===== src/design/wsm_pkg.sv =====
// Shared constants, types and decode helpers for the watchdog and supply monitor block
package wsm_pkg;

	// Register offsets in the I/O space
	localparam logic [5:0] WSM_OFS_WDOG_CTRL_STATUS = 6'h31;
	localparam logic [5:0] WSM_OFS_SUPPLY_MONITOR   = 6'h34;
	localparam logic [5:0] WSM_OFS_RESET_CAUSE      = 6'h3B;

	// Watchdog control/status field positions
	localparam int WSM_WDOG_FLAG_BIT  = 7;
	localparam int WSM_WDOG_IRQEN_BIT = 6;
	localparam int WSM_WDOG_PER3_BIT  = 5;
	localparam int WSM_WDOG_RSV_BIT   = 4;
	localparam int WSM_WDOG_RSTEN_BIT = 3;

	// Supply monitor field positions
	localparam int WSM_SUPPLY_FLAG_BIT  = 7;
	localparam int WSM_SUPPLY_IRQEN_BIT = 6;

	// Reset cause field positions
	localparam int WSM_CAUSE_WDOG_BIT = 3;
	localparam int WSM_CAUSE_PIN_BIT  = 1;
	localparam int WSM_CAUSE_PWR_BIT  = 0;

	// Values after reset
	localparam logic [3:0] WSM_PERIOD_RESET      = 4'h0;
	localparam logic [2:0] WSM_TRIP_RESET        = 3'h0;
	localparam logic [7:0] WSM_CAUSE_POWERUP_VAL = 8'h01;

	// Protected change unlock
	localparam logic [7:0] WSM_CHANGE_SIGNATURE = 8'hD8;
	localparam logic [2:0] WSM_CHANGE_WINDOW    = 3'h4;

	// Watchdog oscillator emulated by a divider on the system clock
	localparam int WSM_SYS_CLK_HZ   = 100000000;
	localparam int WSM_WDOG_OSC_HZ  = 128000;
	localparam int WSM_WDOG_TICK_DIV = WSM_SYS_CLK_HZ / WSM_WDOG_OSC_HZ;

	// Watchdog period table
	localparam int         WSM_PERIOD_CNT_W    = 20;
	localparam int         WSM_PERIOD_BASE     = 2048;
	localparam logic [3:0] WSM_PERIOD_CODE_MAX = 4'h9;

	// Supply trip selections
	localparam logic [2:0] WSM_TRIP_OFF     = 3'h0;
	localparam logic [2:0] WSM_TRIP_POR_LO  = 3'h1;
	localparam logic [2:0] WSM_TRIP_POR_HI  = 3'h2;
	localparam logic [2:0] WSM_TRIP_FLAG_LO = 3'h3;
	localparam logic [2:0] WSM_TRIP_FLAG_HI = 3'h4;

	// Watchdog operating modes
	typedef enum logic [1:0] {
		WSM_STOPPED,
		WSM_IRQ_ONLY,
		WSM_RESET_ONLY,
		WSM_IRQ_THEN_RESET
	} wsm_mode_type;

	// Last count of a period; reserved codes fall back to the longest period
	function automatic logic [19:0] wsm_period_last(input logic [3:0] code);
		logic [3:0]  c;
		logic [20:0] span;
		c = (code > WSM_PERIOD_CODE_MAX) ? WSM_PERIOD_CODE_MAX : code;
		span = 21'(WSM_PERIOD_BASE) << c;
		return 20'(span - 21'h000001);
	endfunction

	// Trip selections that raise a power-on style reset
	function automatic logic wsm_trip_is_por(input logic [2:0] sel);
		return (sel == WSM_TRIP_POR_LO) || (sel == WSM_TRIP_POR_HI);
	endfunction

	// Trip selections that set the supply-low flag
	function automatic logic wsm_trip_is_flag(input logic [2:0] sel);
		return (sel == WSM_TRIP_FLAG_LO) || (sel == WSM_TRIP_FLAG_HI);
	endfunction

endpackage


===== src/design/wsm_top.sv =====
// Watchdog, supply level monitor and reset cause registers on the I/O register bus
`timescale 1ns/1ps
module wsm_top #(
	parameter int TICK_DIV = wsm_pkg::WSM_WDOG_TICK_DIV
) (
	input  wire logic       clk_sys,
	input  wire logic       rst_n,
	input  wire logic       dev_reset,
	input  wire logic [5:0] io_addr,
	input  wire logic [7:0] io_wdata,
	input  wire logic       io_we,
	input  wire logic       io_re,
	output logic      [7:0] io_rdata,
	input  wire logic       change_protect_we,
	input  wire logic [7:0] change_protect_wdata,
	input  wire logic       wdog_restart,
	input  wire logic       wdog_vector_ack,
	input  wire logic       wdog_always_on_fuse,
	input  wire logic       pin_reset_n,
	input  wire logic       supply_below_level,
	output logic            wdog_irq_req,
	output logic            wdog_reset_pulse,
	output logic            supply_low_irq,
	output logic            supply_por_req
);

	localparam int DIV_W = $clog2(TICK_DIV + 1);
	// Watchdog control state
	logic                     wdog_timeout_flag;
	logic                     wdog_irq_enable;
	logic                     wdog_reset_enable;
	logic [3:0]               wdog_period_select;
	// Supply monitor state
	logic                     supply_low_flag;
	logic                     supply_low_irq_enable;
	logic [2:0]               supply_trip_select;
	// Reset cause flags
	logic                     wdog_cause_flag;
	logic                     pin_reset_cause_flag;
	logic                     powerup_cause_flag;
	// Helpers
	logic [DIV_W-1:0]         div_count;
	logic                     osc_tick;
	logic [2:0]               window_count;
	logic                     window_open;
	logic                     wd_expire;
	logic                     wd_restart;
	logic                     wde_eff;
	logic                     fuse_programmed;
	wsm_pkg::wsm_mode_type    mode;
	logic                     pin_reset_sync_n;
	logic                     supply_low_sync;
	logic                     wr_wdog;
	logic                     wr_supply;
	logic                     wr_cause;
	logic                     next_flag_set;
	logic                     next_wdog_reset;
	logic                     supply_flag_prev;

	// Pins from outside the clock domain
	wsm_sync2 #(.WIDTH(1), .INIT_VAL(1'b1)) u_sync_pin (
		.clk_sys  (clk_sys),
		.rst_n    (rst_n),
		.async_in (pin_reset_n),
		.sync_out (pin_reset_sync_n)
	);
	wsm_sync2 #(.WIDTH(1), .INIT_VAL(1'b0)) u_sync_supply (
		.clk_sys  (clk_sys),
		.rst_n    (rst_n),
		.async_in (supply_below_level),
		.sync_out (supply_low_sync)
	);

	assign wr_wdog   = io_we && (io_addr == wsm_pkg::WSM_OFS_WDOG_CTRL_STATUS);
	assign wr_supply = io_we && (io_addr == wsm_pkg::WSM_OFS_SUPPLY_MONITOR);
	assign wr_cause  = io_we && (io_addr == wsm_pkg::WSM_OFS_RESET_CAUSE);

	// Oscillator tick divider; stands in for the separate watchdog oscillator
	always_ff @(posedge clk_sys or negedge rst_n)
	begin
		if (!rst_n)
			div_count <= '0;
		else if (osc_tick)
			div_count <= '0;
		else
			div_count <= div_count + DIV_W'(1);
	end
	assign osc_tick = (div_count == DIV_W'(TICK_DIV - 1));

	// Unlock window opened by the signature and closed once a watchdog write uses it
	always_ff @(posedge clk_sys or negedge rst_n)
	begin
		if (!rst_n)
			window_count <= 3'h0;
		else if (change_protect_we && change_protect_wdata == wsm_pkg::WSM_CHANGE_SIGNATURE)
			window_count <= wsm_pkg::WSM_CHANGE_WINDOW;
		else if (wr_wdog || dev_reset)
			window_count <= 3'h0;
		else if (window_count != 3'h0)
			window_count <= window_count - 3'h1;
	end
	assign window_open = (window_count != 3'h0);

	// Mode decode; a programmed fuse reads 0 and pins the watchdog in reset mode
	assign fuse_programmed = !wdog_always_on_fuse;
	assign wde_eff = fuse_programmed || wdog_reset_enable || wdog_cause_flag;

	always_comb
	begin
		case ({fuse_programmed, wde_eff, wdog_irq_enable})
			3'b000:  mode = wsm_pkg::WSM_STOPPED;
			3'b001:  mode = wsm_pkg::WSM_IRQ_ONLY;
			3'b010:  mode = wsm_pkg::WSM_RESET_ONLY;
			3'b011:  mode = wsm_pkg::WSM_IRQ_THEN_RESET;
			default: mode = wsm_pkg::WSM_RESET_ONLY;
		endcase
	end

	// Counter is held while stopped, so enabling always starts a full period
	assign wd_restart = wdog_restart || dev_reset || (mode == wsm_pkg::WSM_STOPPED);

	wsm_wdog_counter u_counter (
		.clk_sys     (clk_sys),
		.rst_n       (rst_n),
		.osc_tick    (osc_tick),
		.restart     (wd_restart),
		.period_code (wdog_period_select),
		.expire      (wd_expire)
	);

	// Expiry action per mode
	always_comb
	begin
		next_flag_set   = 1'b0;
		next_wdog_reset = 1'b0;
		if (wd_expire)
		begin
			case (mode)
				wsm_pkg::WSM_IRQ_ONLY:
					next_flag_set = 1'b1;
				wsm_pkg::WSM_RESET_ONLY:
					next_wdog_reset = 1'b1;
				wsm_pkg::WSM_IRQ_THEN_RESET:
				begin
					next_flag_set   = !wdog_timeout_flag;
					next_wdog_reset = wdog_timeout_flag;
				end
				default:
					next_flag_set = 1'b0;
			endcase
		end
	end

	// One clock reset pulse towards the reset controller
	always_ff @(posedge clk_sys or negedge rst_n)
	begin
		if (!rst_n)
			wdog_reset_pulse <= 1'b0;
		else
			wdog_reset_pulse <= next_wdog_reset && !wdog_reset_pulse;
	end

	// Timeout flag: a new expiry wins over a clear in the same cycle
	always_ff @(posedge clk_sys or negedge rst_n)
	begin
		if (!rst_n)
			wdog_timeout_flag <= 1'b0;
		else if (dev_reset)
			wdog_timeout_flag <= 1'b0;
		else if (next_flag_set)
			wdog_timeout_flag <= 1'b1;
		else if (wdog_vector_ack || (wr_wdog && io_wdata[wsm_pkg::WSM_WDOG_FLAG_BIT]))
			wdog_timeout_flag <= 1'b0;
	end

	// Interrupt enable; taking the vector in combined mode falls back to reset mode
	always_ff @(posedge clk_sys or negedge rst_n)
	begin
		if (!rst_n)
			wdog_irq_enable <= 1'b0;
		else if (dev_reset)
			wdog_irq_enable <= 1'b0;
		else if (wr_wdog)
			wdog_irq_enable <= io_wdata[wsm_pkg::WSM_WDOG_IRQEN_BIT];
		else if (wdog_vector_ack && mode == wsm_pkg::WSM_IRQ_THEN_RESET)
			wdog_irq_enable <= 1'b0;
	end

	// Reset enable: set freely, cleared by device reset or by a write inside the window, both only with the cause flag clear
	always_ff @(posedge clk_sys or negedge rst_n)
	begin
		if (!rst_n)
			wdog_reset_enable <= 1'b0;
		else if (wdog_cause_flag)
			wdog_reset_enable <= 1'b1;
		else if (dev_reset)
			wdog_reset_enable <= 1'b0;
		else if (wr_wdog && io_wdata[wsm_pkg::WSM_WDOG_RSTEN_BIT])
			wdog_reset_enable <= 1'b1;
		else if (wr_wdog && window_open)
			wdog_reset_enable <= 1'b0;
	end

	// Period select: free with the fuse unprogrammed, protected when programmed
	always_ff @(posedge clk_sys or negedge rst_n)
	begin
		if (!rst_n)
			wdog_period_select <= wsm_pkg::WSM_PERIOD_RESET;
		else if (dev_reset)
			wdog_period_select <= wsm_pkg::WSM_PERIOD_RESET;
		else if (wr_wdog && (!fuse_programmed || window_open))
			wdog_period_select <= {io_wdata[wsm_pkg::WSM_WDOG_PER3_BIT], io_wdata[2:0]};
	end
	assign wdog_irq_req = wdog_timeout_flag && wdog_irq_enable;

	// Supply monitor control; reserved bits are not stored
	always_ff @(posedge clk_sys or negedge rst_n)
	begin
		if (!rst_n)
		begin
			supply_low_irq_enable <= 1'b0;
			supply_trip_select    <= wsm_pkg::WSM_TRIP_RESET;
		end
		else if (dev_reset)
		begin
			supply_low_irq_enable <= 1'b0;
			supply_trip_select    <= wsm_pkg::WSM_TRIP_RESET;
		end
		else if (wr_supply)
		begin
			supply_low_irq_enable <= io_wdata[wsm_pkg::WSM_SUPPLY_IRQEN_BIT];
			supply_trip_select    <= io_wdata[2:0];
		end
	end

	// Supply-low flag follows the comparator only in the flag selections
	always_ff @(posedge clk_sys or negedge rst_n)
	begin
		if (!rst_n)
		begin
			supply_low_flag  <= 1'b0;
			supply_flag_prev <= 1'b0;
		end
		else
		begin
			supply_low_flag  <= wsm_pkg::wsm_trip_is_flag(supply_trip_select)
				&& supply_low_sync && !dev_reset;
			supply_flag_prev <= supply_low_flag;
		end
	end

	// Interrupt pulse on each rising of the flag
	always_ff @(posedge clk_sys or negedge rst_n)
	begin
		if (!rst_n)
			supply_low_irq <= 1'b0;
		else
			supply_low_irq <= supply_low_flag && !supply_flag_prev && supply_low_irq_enable;
	end

	// Reset selections hold a power-on style request; not-allowed codes do nothing
	always_ff @(posedge clk_sys or negedge rst_n)
	begin
		if (!rst_n)
			supply_por_req <= 1'b0;
		else
			supply_por_req <= wsm_pkg::wsm_trip_is_por(supply_trip_select) && supply_low_sync;
	end

	// Cause flags survive device reset; only power-on clears them by hardware
	always_ff @(posedge clk_sys or negedge rst_n)
	begin
		if (!rst_n)
		begin
			wdog_cause_flag      <= wsm_pkg::WSM_CAUSE_POWERUP_VAL[wsm_pkg::WSM_CAUSE_WDOG_BIT];
			pin_reset_cause_flag <= wsm_pkg::WSM_CAUSE_POWERUP_VAL[wsm_pkg::WSM_CAUSE_PIN_BIT];
			powerup_cause_flag   <= wsm_pkg::WSM_CAUSE_POWERUP_VAL[wsm_pkg::WSM_CAUSE_PWR_BIT];
		end
		else
		begin
			if (wdog_reset_pulse)
				wdog_cause_flag <= 1'b1;
			else if (wr_cause)
				wdog_cause_flag <= io_wdata[wsm_pkg::WSM_CAUSE_WDOG_BIT];
			if (!pin_reset_sync_n)
				pin_reset_cause_flag <= 1'b1;
			else if (wr_cause)
				pin_reset_cause_flag <= io_wdata[wsm_pkg::WSM_CAUSE_PIN_BIT];
			if (wr_cause)
				powerup_cause_flag <= io_wdata[wsm_pkg::WSM_CAUSE_PWR_BIT];
		end
	end

	// Registered read data; unmapped addresses read zero
	always_ff @(posedge clk_sys or negedge rst_n)
	begin
		if (!rst_n)
			io_rdata <= 8'h00;
		else if (io_re)
		begin
			case (io_addr)
				wsm_pkg::WSM_OFS_WDOG_CTRL_STATUS:
					io_rdata <= {wdog_timeout_flag, wdog_irq_enable, wdog_period_select[3],
						1'b0, wde_eff, wdog_period_select[2:0]};
				wsm_pkg::WSM_OFS_SUPPLY_MONITOR:
					io_rdata <= {supply_low_flag, supply_low_irq_enable, 3'h0,
						supply_trip_select};
				wsm_pkg::WSM_OFS_RESET_CAUSE:
					io_rdata <= {4'h0, wdog_cause_flag, 1'b0, pin_reset_cause_flag,
						powerup_cause_flag};
				default:
					io_rdata <= 8'h00;
			endcase
		end
	end

	AST_IRQ_MODE_SETS_FLAG: assert property (@(posedge clk_sys) disable iff (!rst_n)
		(wd_expire && mode == wsm_pkg::WSM_IRQ_ONLY && !dev_reset) |=> wdog_timeout_flag)
		else $error("expiry in interrupt mode did not set the flag");
	AST_VECTOR_CLEARS_FLAG: assert property (@(posedge clk_sys) disable iff (!rst_n)
		(wdog_vector_ack && !next_flag_set) |=> !wdog_timeout_flag)
		else $error("vector taken but flag still set");
	AST_IRQ_MODE_NO_RESET: assert property (@(posedge clk_sys) disable iff (!rst_n)
		(wd_expire && mode == wsm_pkg::WSM_IRQ_ONLY) |=> !wdog_reset_pulse)
		else $error("interrupt mode expiry produced a reset");
	AST_COMBINED_ACK: assert property (@(posedge clk_sys) disable iff (!rst_n)
		(wdog_vector_ack && !wr_wdog && !next_flag_set
		&& mode == wsm_pkg::WSM_IRQ_THEN_RESET) |=> (!wdog_irq_enable && !wdog_timeout_flag))
		else $error("combined mode vector did not drop enable and flag");
	AST_SECOND_EXPIRY_RESET: assert property (@(posedge clk_sys) disable iff (!rst_n)
		(wd_expire && mode == wsm_pkg::WSM_IRQ_THEN_RESET && wdog_timeout_flag
		&& !wdog_reset_pulse) |=> wdog_reset_pulse ##1 wdog_cause_flag)
		else $error("second expiry did not reset");
	AST_FUSE_ALWAYS_RESET: assert property (@(posedge clk_sys) disable iff (!rst_n)
		(wd_expire && !wdog_always_on_fuse && !wdog_reset_pulse) |=> wdog_reset_pulse)
		else $error("programmed fuse expiry did not reset");
	AST_WDOG_BIT4_ZERO: assert property (@(posedge clk_sys) disable iff (!rst_n)
		(io_re && io_addr == wsm_pkg::WSM_OFS_WDOG_CTRL_STATUS) |=> !io_rdata[4])
		else $error("watchdog reserved bit read as one");
	AST_CAUSE_FORCES_WDE: assert property (@(posedge clk_sys) disable iff (!rst_n)
		wdog_cause_flag |=> wdog_reset_enable)
		else $error("reset enable not forced by cause flag");
	AST_WINDOW_GUARD: assert property (@(posedge clk_sys) disable iff (!rst_n)
		(wdog_reset_enable && !window_open && !dev_reset) |=> wdog_reset_enable)
		else $error("reset enable cleared outside the unlock window");
	AST_CAUSE_RSV_ZERO: assert property (@(posedge clk_sys) disable iff (!rst_n)
		(io_re && io_addr == wsm_pkg::WSM_OFS_RESET_CAUSE) |=> (io_rdata[7:4] == 4'h0 && !io_rdata[2]))
		else $error("reset cause reserved bits read nonzero");
	AST_RESET_ONE_CYCLE: assert property (@(posedge clk_sys) disable iff (!rst_n)
		wdog_reset_pulse |=> !wdog_reset_pulse)
		else $error("watchdog reset pulse longer than one clock");

endmodule


===== src/design/wsm_sync2.sv =====
// Two flip-flop level synchroniser for inputs arriving from outside the clock domain
`timescale 1ns/1ps
module wsm_sync2 #(
	parameter int          WIDTH    = 1,
	parameter logic [0:0]  INIT_VAL = 1'b0
) (
	input  wire logic             clk_sys,
	input  wire logic             rst_n,
	input  wire logic [WIDTH-1:0] async_in,
	output logic      [WIDTH-1:0] sync_out
);

	logic [WIDTH-1:0] stage_one;

	// First stage feeds only the second one
	always_ff @(posedge clk_sys or negedge rst_n)
	begin
		if (!rst_n)
		begin
			stage_one <= {WIDTH{INIT_VAL}};
			sync_out  <= {WIDTH{INIT_VAL}};
		end
		else
		begin
			stage_one <= async_in;
			sync_out  <= stage_one;
		end
	end

endmodule


===== src/design/wsm_wdog_counter.sv =====
// Watchdog period counter running on the watchdog oscillator tick enable
`timescale 1ns/1ps
module wsm_wdog_counter (
	input  wire logic       clk_sys,
	input  wire logic       rst_n,
	input  wire logic       osc_tick,
	input  wire logic       restart,
	input  wire logic [3:0] period_code,
	output logic            expire
);

	logic [wsm_pkg::WSM_PERIOD_CNT_W-1:0] count;
	logic                                 at_last;

	assign at_last = (count >= wsm_pkg::wsm_period_last(period_code));

	// Count oscillator ticks; a shortened period after a change expires at once
	always_ff @(posedge clk_sys or negedge rst_n)
	begin
		if (!rst_n)
		begin
			count  <= '0;
			expire <= 1'b0;
		end
		else if (restart)
		begin
			count  <= '0;
			expire <= 1'b0;
		end
		else if (osc_tick)
		begin
			count  <= at_last ? '0 : count + 20'h00001;
			expire <= at_last;
		end
		else
		begin
			expire <= 1'b0;
		end
	end

endmodule


===== config.mk =====
export PLATFORM = sky130hd
export DESIGN_NAME = wsm_top
export DESIGN_NICKNAME = d
export VERILOG_FILES = /design/src/design/wsm_pkg.sv /design/src/design/wsm_top.sv /design/src/design/wsm_sync2.sv /design/src/design/wsm_wdog_counter.sv
export SDC_FILE = /design/constraint.sdc
export NUM_CORES = 1
export LEC_CHECK = 0
export ABC_CLOCK_PERIOD_IN_PS = 4030
export BUFFER_PORTS_ARGS = -buffer_cell sky130_fd_sc_hd__clkbuf_2
export CAP_MARGIN = 20
export CORE_MARGIN = 2
export CORE_UTILIZATION = 58
export DETAILED_ROUTE_END_ITERATION = 10
export HOLD_SLACK_MARGIN = 0.12
export PLACE_DENSITY = 0.9
export SLEW_MARGIN = 20
export SYNTH_ARGS = -nofsm -noshare
export SYNTH_HDL_FRONTEND = slang
export SYNTH_SLANG_ARGS = --single-unit

===== constraint.sdc =====
create_clock -name clk_sys -period 4.03 [get_ports clk_sys]
set_input_delay 0.6045 -clock clk_sys [delete_from_list [all_inputs] [get_ports clk_sys]]
set_output_delay 0.6045 -clock clk_sys [all_outputs]
set_load 0.01 [all_outputs]

Word level (Yosys, flattened, before mapping)
Index checks and enable logic that the tools add are counted. W data, S select, Z words.

Register bits: 65. Input port bits: 33. Word-level logic and storage cells: 122.

Shifts and indexed selects: 1. Equality and inequality tests: 15. Multiplexer cells: 36. Order comparisons: 2. Add/subtract/negate cells: 4. Reduce and logical (&&, ||, !) cells: 41.

Operator list (number): $mux W20 (3); $pmux W8 S3 (1); $add A20 B1 Y20 const B (1); $ge A20 B20 Y1 (1); $mux W1 (20); $shl A12 B4 Y20 const A (1); $sub A20 B1 Y20 const B (1); $eq A6 B6 Y1 const B (3); $logic_and A1 B1 Y1 (16); $mux W3 (5); $mux W4 (3); $reduce_bool A3 Y1 (4); $add A10 B1 Y10 const B (1); $eq A10 B10 Y1 const B (1); $mux W10 (1); $eq A3 B2 Y1 const B (3); $logic_or A1 B1 Y1 (9); $eq A8 B8 Y1 const B (1); $reduce_bool A2 Y1 (4); $eq A3 B1 Y1 const B (2); $pmux W2 S3 (1); $logic_not A1 Y1 (5); $eq A2 B2 Y1 const B (2); $gt A4 B4 Y1 const B (1); other kinds (8) (9).

Logic depth before layout (Yosys ltp)
Depth in word-level cells: 10. Mapped depth: 14.

Modules after synthesis
A second synthesis with hierarchy kept.

Cell total of the unflattened synthesis: 375. Area total of the unflattened synthesis: 3588.4 um2.

By module, submodules not included: wsm_top (times used 1, area an instance 1920.6 um2, cells an instance 188, sequential area each 977.2 um2); wsm_wdog_counter (times used 1, area an instance 1565.3 um2, cells an instance 183, sequential area each 525.5 um2); wsm_sync2 at u_sync_pin (times used 1, area an instance 52.6 um2, cells an instance 2, sequential area each 52.6 um2); wsm_sync2 at u_sync_supply (times used 1, area an instance 50.0 um2, cells an instance 2, sequential area each 50.0 um2).

Least setup slack after synthesis
No wires, ideal clock.

Path type: register -> register. From: reg wdog_period_select[2]. To: reg u_counter.count[12] in the netlist's numbering. Data required time: 3.944 ns. Path slack: 1.203 ns. Arrival: 2.741 ns. Buffers on the path: 2. Library setup time: 0.086 ns. Stages on the path, launching flop included: 15. Period minus slack after synthesis: 2.827 ns. Cells stage by stage: dfrtp_1 clkbuf_1 nor2_1 nand3_1 ha_1 nor3_1 a21oi_1 o21a_1 ha_1 nand4_1 o21ai_0 nor3_1 a21oi_4 buf_6 nor3_1.

Cells in the longest elaborated chain, start to end: 8.

Ends and longest elaborated chain: start, declared (line wsm_top.sv:32) `logic [3:0] wdog_period_select;`; start signal, assigned (line wsm_top.sv:208) `wdog_period_select <= wsm_pkg::WSM_PERIOD_RESET;`; start signal, assigned (line wsm_top.sv:210) `wdog_period_select <= wsm_pkg::WSM_PERIOD_RESET;`; start signal, assigned (line wsm_top.sv:212) `wdog_period_select <= {io_wdata[wsm_pkg::WSM_WDOG_PER3_BIT], io_wdata[2:0]};`; $gt A4 B4 Y1 (line wsm_pkg.sv:63) `c = (code > WSM_PERIOD_CODE_MAX) ? WSM_PERIOD_CODE_MAX : code;`; $mux W4 * (line wsm_pkg.sv:63); $shl A12 B4 Y20 * (line wsm_pkg.sv:64) `span = 21'(WSM_PERIOD_BASE) << c;`; $sub A20 B1 Y20 * (line wsm_pkg.sv:65) `return 20'(span - 21'h000001);`; $ge A20 B20 Y1 * (line wsm_wdog_counter.sv:15) `assign at_last = (count >= wsm_pkg::wsm_period_last(period_code));`; $mux W20 * (line wsm_wdog_counter.sv:32) `count <= at_last ? '0 : count + 20'h00001;`; $mux W20 * (line wsm_wdog_counter.sv:30) `else if (osc_tick)`; $mux W20 * (line wsm_wdog_counter.sv:25) `else if (restart)`; end signal, assigned (line wsm_wdog_counter.sv:32); end, declared (line wsm_wdog_counter.sv:12) `logic [wsm_pkg::WSM_PERIOD_CNT_W-1:0] count;`.

Every way passes the cells marked *; elsewhere a longest branch is shown, timed or not. The select of a mux whose other input is x is not followed. A chain may end at the register's enable or synchronous reset.

Worst setup path after layout
From: reg wdog_period_select[2]. To: reg u_counter.count[4] in the netlist's numbering.

Same word-level chain as after synthesis.

==> impl_metrics.env <==
export IMPL_outcome="finished, final reports clean"
export IMPL_ctsHoldBuffers=0
export IMPL_crit_top_cell="nor3_1"
export IMPL_cts_root_buf="clkbuf_8"
export IMPL_hp_class="in2reg"
export IMPL_fillCellCount=443
export IMPL_wl_per_cell_um=16.3
export IMPL_synth_edf_count=0
export IMPL_yosysTopAreaCellShare_pct=43.4
export IMPL_crit_arrival_ps=3480
export IMPL_row_count=28
export IMPL_maxSlewViolCount=0
export IMPL_cts_buffer_depth=2
export IMPL_worstPathMaxFanout=15
export IMPL_grt_pass1_vias=2898
export IMPL_max_freq_mhz=303
export IMPL_tightest_slew_ps=879
export IMPL_crit_path_top_delay_cell="dfrtp_1"
export IMPL_async_flop_share_pct=100
export IMPL_worst_clock_skew_ps=9.28
export IMPL_end_kind="flip-flop"
export IMPL_ys_ff_latch=64
export IMPL_cts_buffers=9
export IMPL_final_hold_violation_count=0
export IMPL_dpl_hpwl_um=5350
export IMPL_syn_area_per_cell_um2=9.96
export IMPL_io_buffers=42
export IMPL_ys_seq_area_share_pct=45.6
export IMPL_peakVddDrop_mv=0.233
export IMPL_grt_antenna_before_repair=0
export IMPL_dieWidth_um=81.9
export IMPL_grt_pass1_wl_um=13200
export IMPL_finalSetupTns_ps=0
export IMPL_synthCells=353
export IMPL_grt_overflow=0
export IMPL_nets=440
export IMPL_cp_start_kind="flip-flop"
export IMPL_antenna_left=0
export IMPL_insertion_delay_ps=340
export IMPL_drc_errors=0
export IMPL_synthTopCellsByArea="dfrtp_1 (43%), ha_1 (5.3%), xor2_1 (4.0%)"
export IMPL_antennaDiodeCount=0
export IMPL_cts_tree="built"
export IMPL_ys_types=56
export IMPL_clk_pin_slew_ps=70
export IMPL_die_h_um=81.9
export IMPL_htreeDepth=3
export IMPL_grt_start_max_net_pins=36
export IMPL_critical_path_top_delay_family="simple AND/OR/NAND/NOR gates"
export IMPL_min_period_over_period_pct=81.9
export IMPL_syn_nets=401
export IMPL_vias_per_cell=6.16
export IMPL_synth_ff_type="dfrtp_1"
export IMPL_drt_wl_total_um=7710
export IMPL_setup_ws_ps=730
export IMPL_cp_slowest_stage_delay_ps=520
export IMPL_grtUsageTotal_pct=26.2
export IMPL_drv_cap=0
export IMPL_area_growth_pct=12.6
export IMPL_crit_chain="nor2_1, nand3_1, ha_1, nor3_1, a21oi_1, o21a_1, ha_1, nand4_1, nor3_1, nor3_1, a21oi_4, nor3_1"
export IMPL_num_io_pins=45
export IMPL_firstDrtPassIters=4
export IMPL_crit_buf_inv=0
export IMPL_post_cts_buffers=0
export IMPL_die_area_mm2=0.00670
export IMPL_gp_congestion=0.859
export IMPL_p_per_area_mw_per_mm2=366
export IMPL_cts_sinks=64
export IMPL_yosys_warnings=0
export IMPL_slew_limit_headroom_pct=40.9
export IMPL_core_mm2=0.00589
export IMPL_setup_violations=0
export IMPL_leakage_nw=1.75
export IMPL_dp_slack_ps=757
export IMPL_drtIter0Drc=253
export IMPL_cp_required_ps=4210
export IMPL_min_period_ps=3300
export IMPL_vias=2908
export IMPL_post_cts_resized=0
export IMPL_grt_setup_unrepaired="no"
export IMPL_layout_drive_gt1_share_pct=20.4
export IMPL_initial_core_util_pct=59.8
export IMPL_yosysTopAreaCell="dfrtp_1"
export IMPL_critPathKind="reg2reg"
export IMPL_synth_area_mm2=0.00352
[final cells by class]
cell class / instances / area [µm²] / area share [%]
inverters: 10 / 37.5 / 0.948
repair buffers: 44 / 225 / 5.69
multi-input cells: 263 / 1780 / 44.9
flip-flops and latches: 64 / 1610 / 40.5
clock inverters: 7 / 96.3 / 2.43
well taps: 75 / 93.8 / 2.37
clock buffers: 9 / 124 / 3.13
[cells by family (layout without fill, tap and decap cells)]
logic type	count (synthesis)	count (layout)	share of synthesized area, %
other cells	1	1	0.107
simple gates	150	150	23.8
fa+ha+maj	15	15	5.34
xor+xnor	26	26	6.47
buf+inv	26	70	3.77
flops	64	64	45.6
compound gates	64	64	12.8
mux	7	7	2.03
[cells in the final DEF (no fill, tap or decap), types with 3 or more instances in the layout]
master and count:
a211oi_1 3, a21oi_1 21, a22oi_1 7, and2_1 3, and3_1 6, and4_1 3
clkbuf_2 42, clkbuf_8 9, clkinvlp_4 3, dfrtp_1 61, dfstp_2 3, ha_1 15
inv_1 10, mux2i_1 6, nand2_1 31, nand2b_1 4, nand3_1 20, nand3b_1 4
nand4_1 9, nor2_1 27, nor3_1 17, nor3_2 6, nor3b_1 4, nor4_2 3
o2111ai_1 6, o211ai_1 6, o21ai_0 6, xnor2_1 10, xor2_1 16
[final timing paths]
check	from	end	slack [ps]	cells after the start
max	wdog_period_select[2]	u_counter.count[4]	730	12
min	pin_reset_n	u_sync_pin.stage_one	340	1
max reg2reg	wdog_period_select[2]	u_counter.count[4]	730	12
min reg2reg	u_sync_supply.stage_one	u_sync_supply.sync_out	350	0
max in group asynchronous	rst_n	u_sync_pin.stage_one	2720	2
min in group asynchronous	rst_n	u_sync_supply.sync_out	360	1
[per-stage QoR]
| stage | util (%) | cell area [µm²] | std cells | hold slack (ps) | total power [mW] |
|---|---|---|---|---|---|
| after floorplan | - | 3520 | 353 | 309 | 0.793 |
| final | 67.3 | 3960 | 472 | 339 | 1.45 |
| after global placement | 63.6 | 3740 | 456 | 342 | 0.837 |
| after global routing | 67.3 | 3960 | 472 | 330 | 1.51 |
| after detailed placement | 63.6 | 3740 | 456 | 337 | 0.848 |
| after CTS | 67.3 | 3960 | 472 | 322 | 1.46 |
[synthesized netlist by cell type (7+ instances only)]
cell / count
nand4_1: 9
nor3_1: 17
nand3_1: 20
a22oi_1: 7
clkbuf_1: 7
a21oi_1: 21
dfrtp_1: 61
ha_1: 15
xnor2_1: 10
inv_1: 10
nand2_1: 31
xor2_1: 16
nor2_1: 27
[routing by layer]
metal | up-vias | part of all wire [%] | track usage [%]
met2 | 101 | 50 | 44.1
met5 | - | 0 | 0
met3 | 19 | 4.6 | 6.04
li1 | 1351 | - | -
met1 | 1437 | 42 | 31.0
met4 | 0 | 2.7 | 13.8
[sequential cells by signal (all words and copies together) (netlist names), 3 cells and up]
signal              flops
wdog_period_select      4
window_count            3
div_count              10
io_rdata                7
u_counter.count        20
supply_trip_select      3
[worst reg2reg max path, stage by stage (launching register included)]
cell and delay [ps]:
dfrtp_1 520, nor2_1 240, nand3_1 110, ha_1 290
nor3_1 180, a21oi_1 60, o21a_1 180, ha_1 290
nand4_1 160, nor3_1 360, nor3_1 180, a21oi_4 470
nor3_1 120
[power breakdown]
group	internal, mW	leakage, nW	switching [mW]	total, mW
Combinational	0.0596	0.802	0.0933	0.153
Clock	0.348	0.101	0.267	0.615
Sequential	0.667	0.847	0.0149	0.682
Total	1.07	1.75	0.375	1.45
Note: power is estimated with default switching activity, not from simulation.
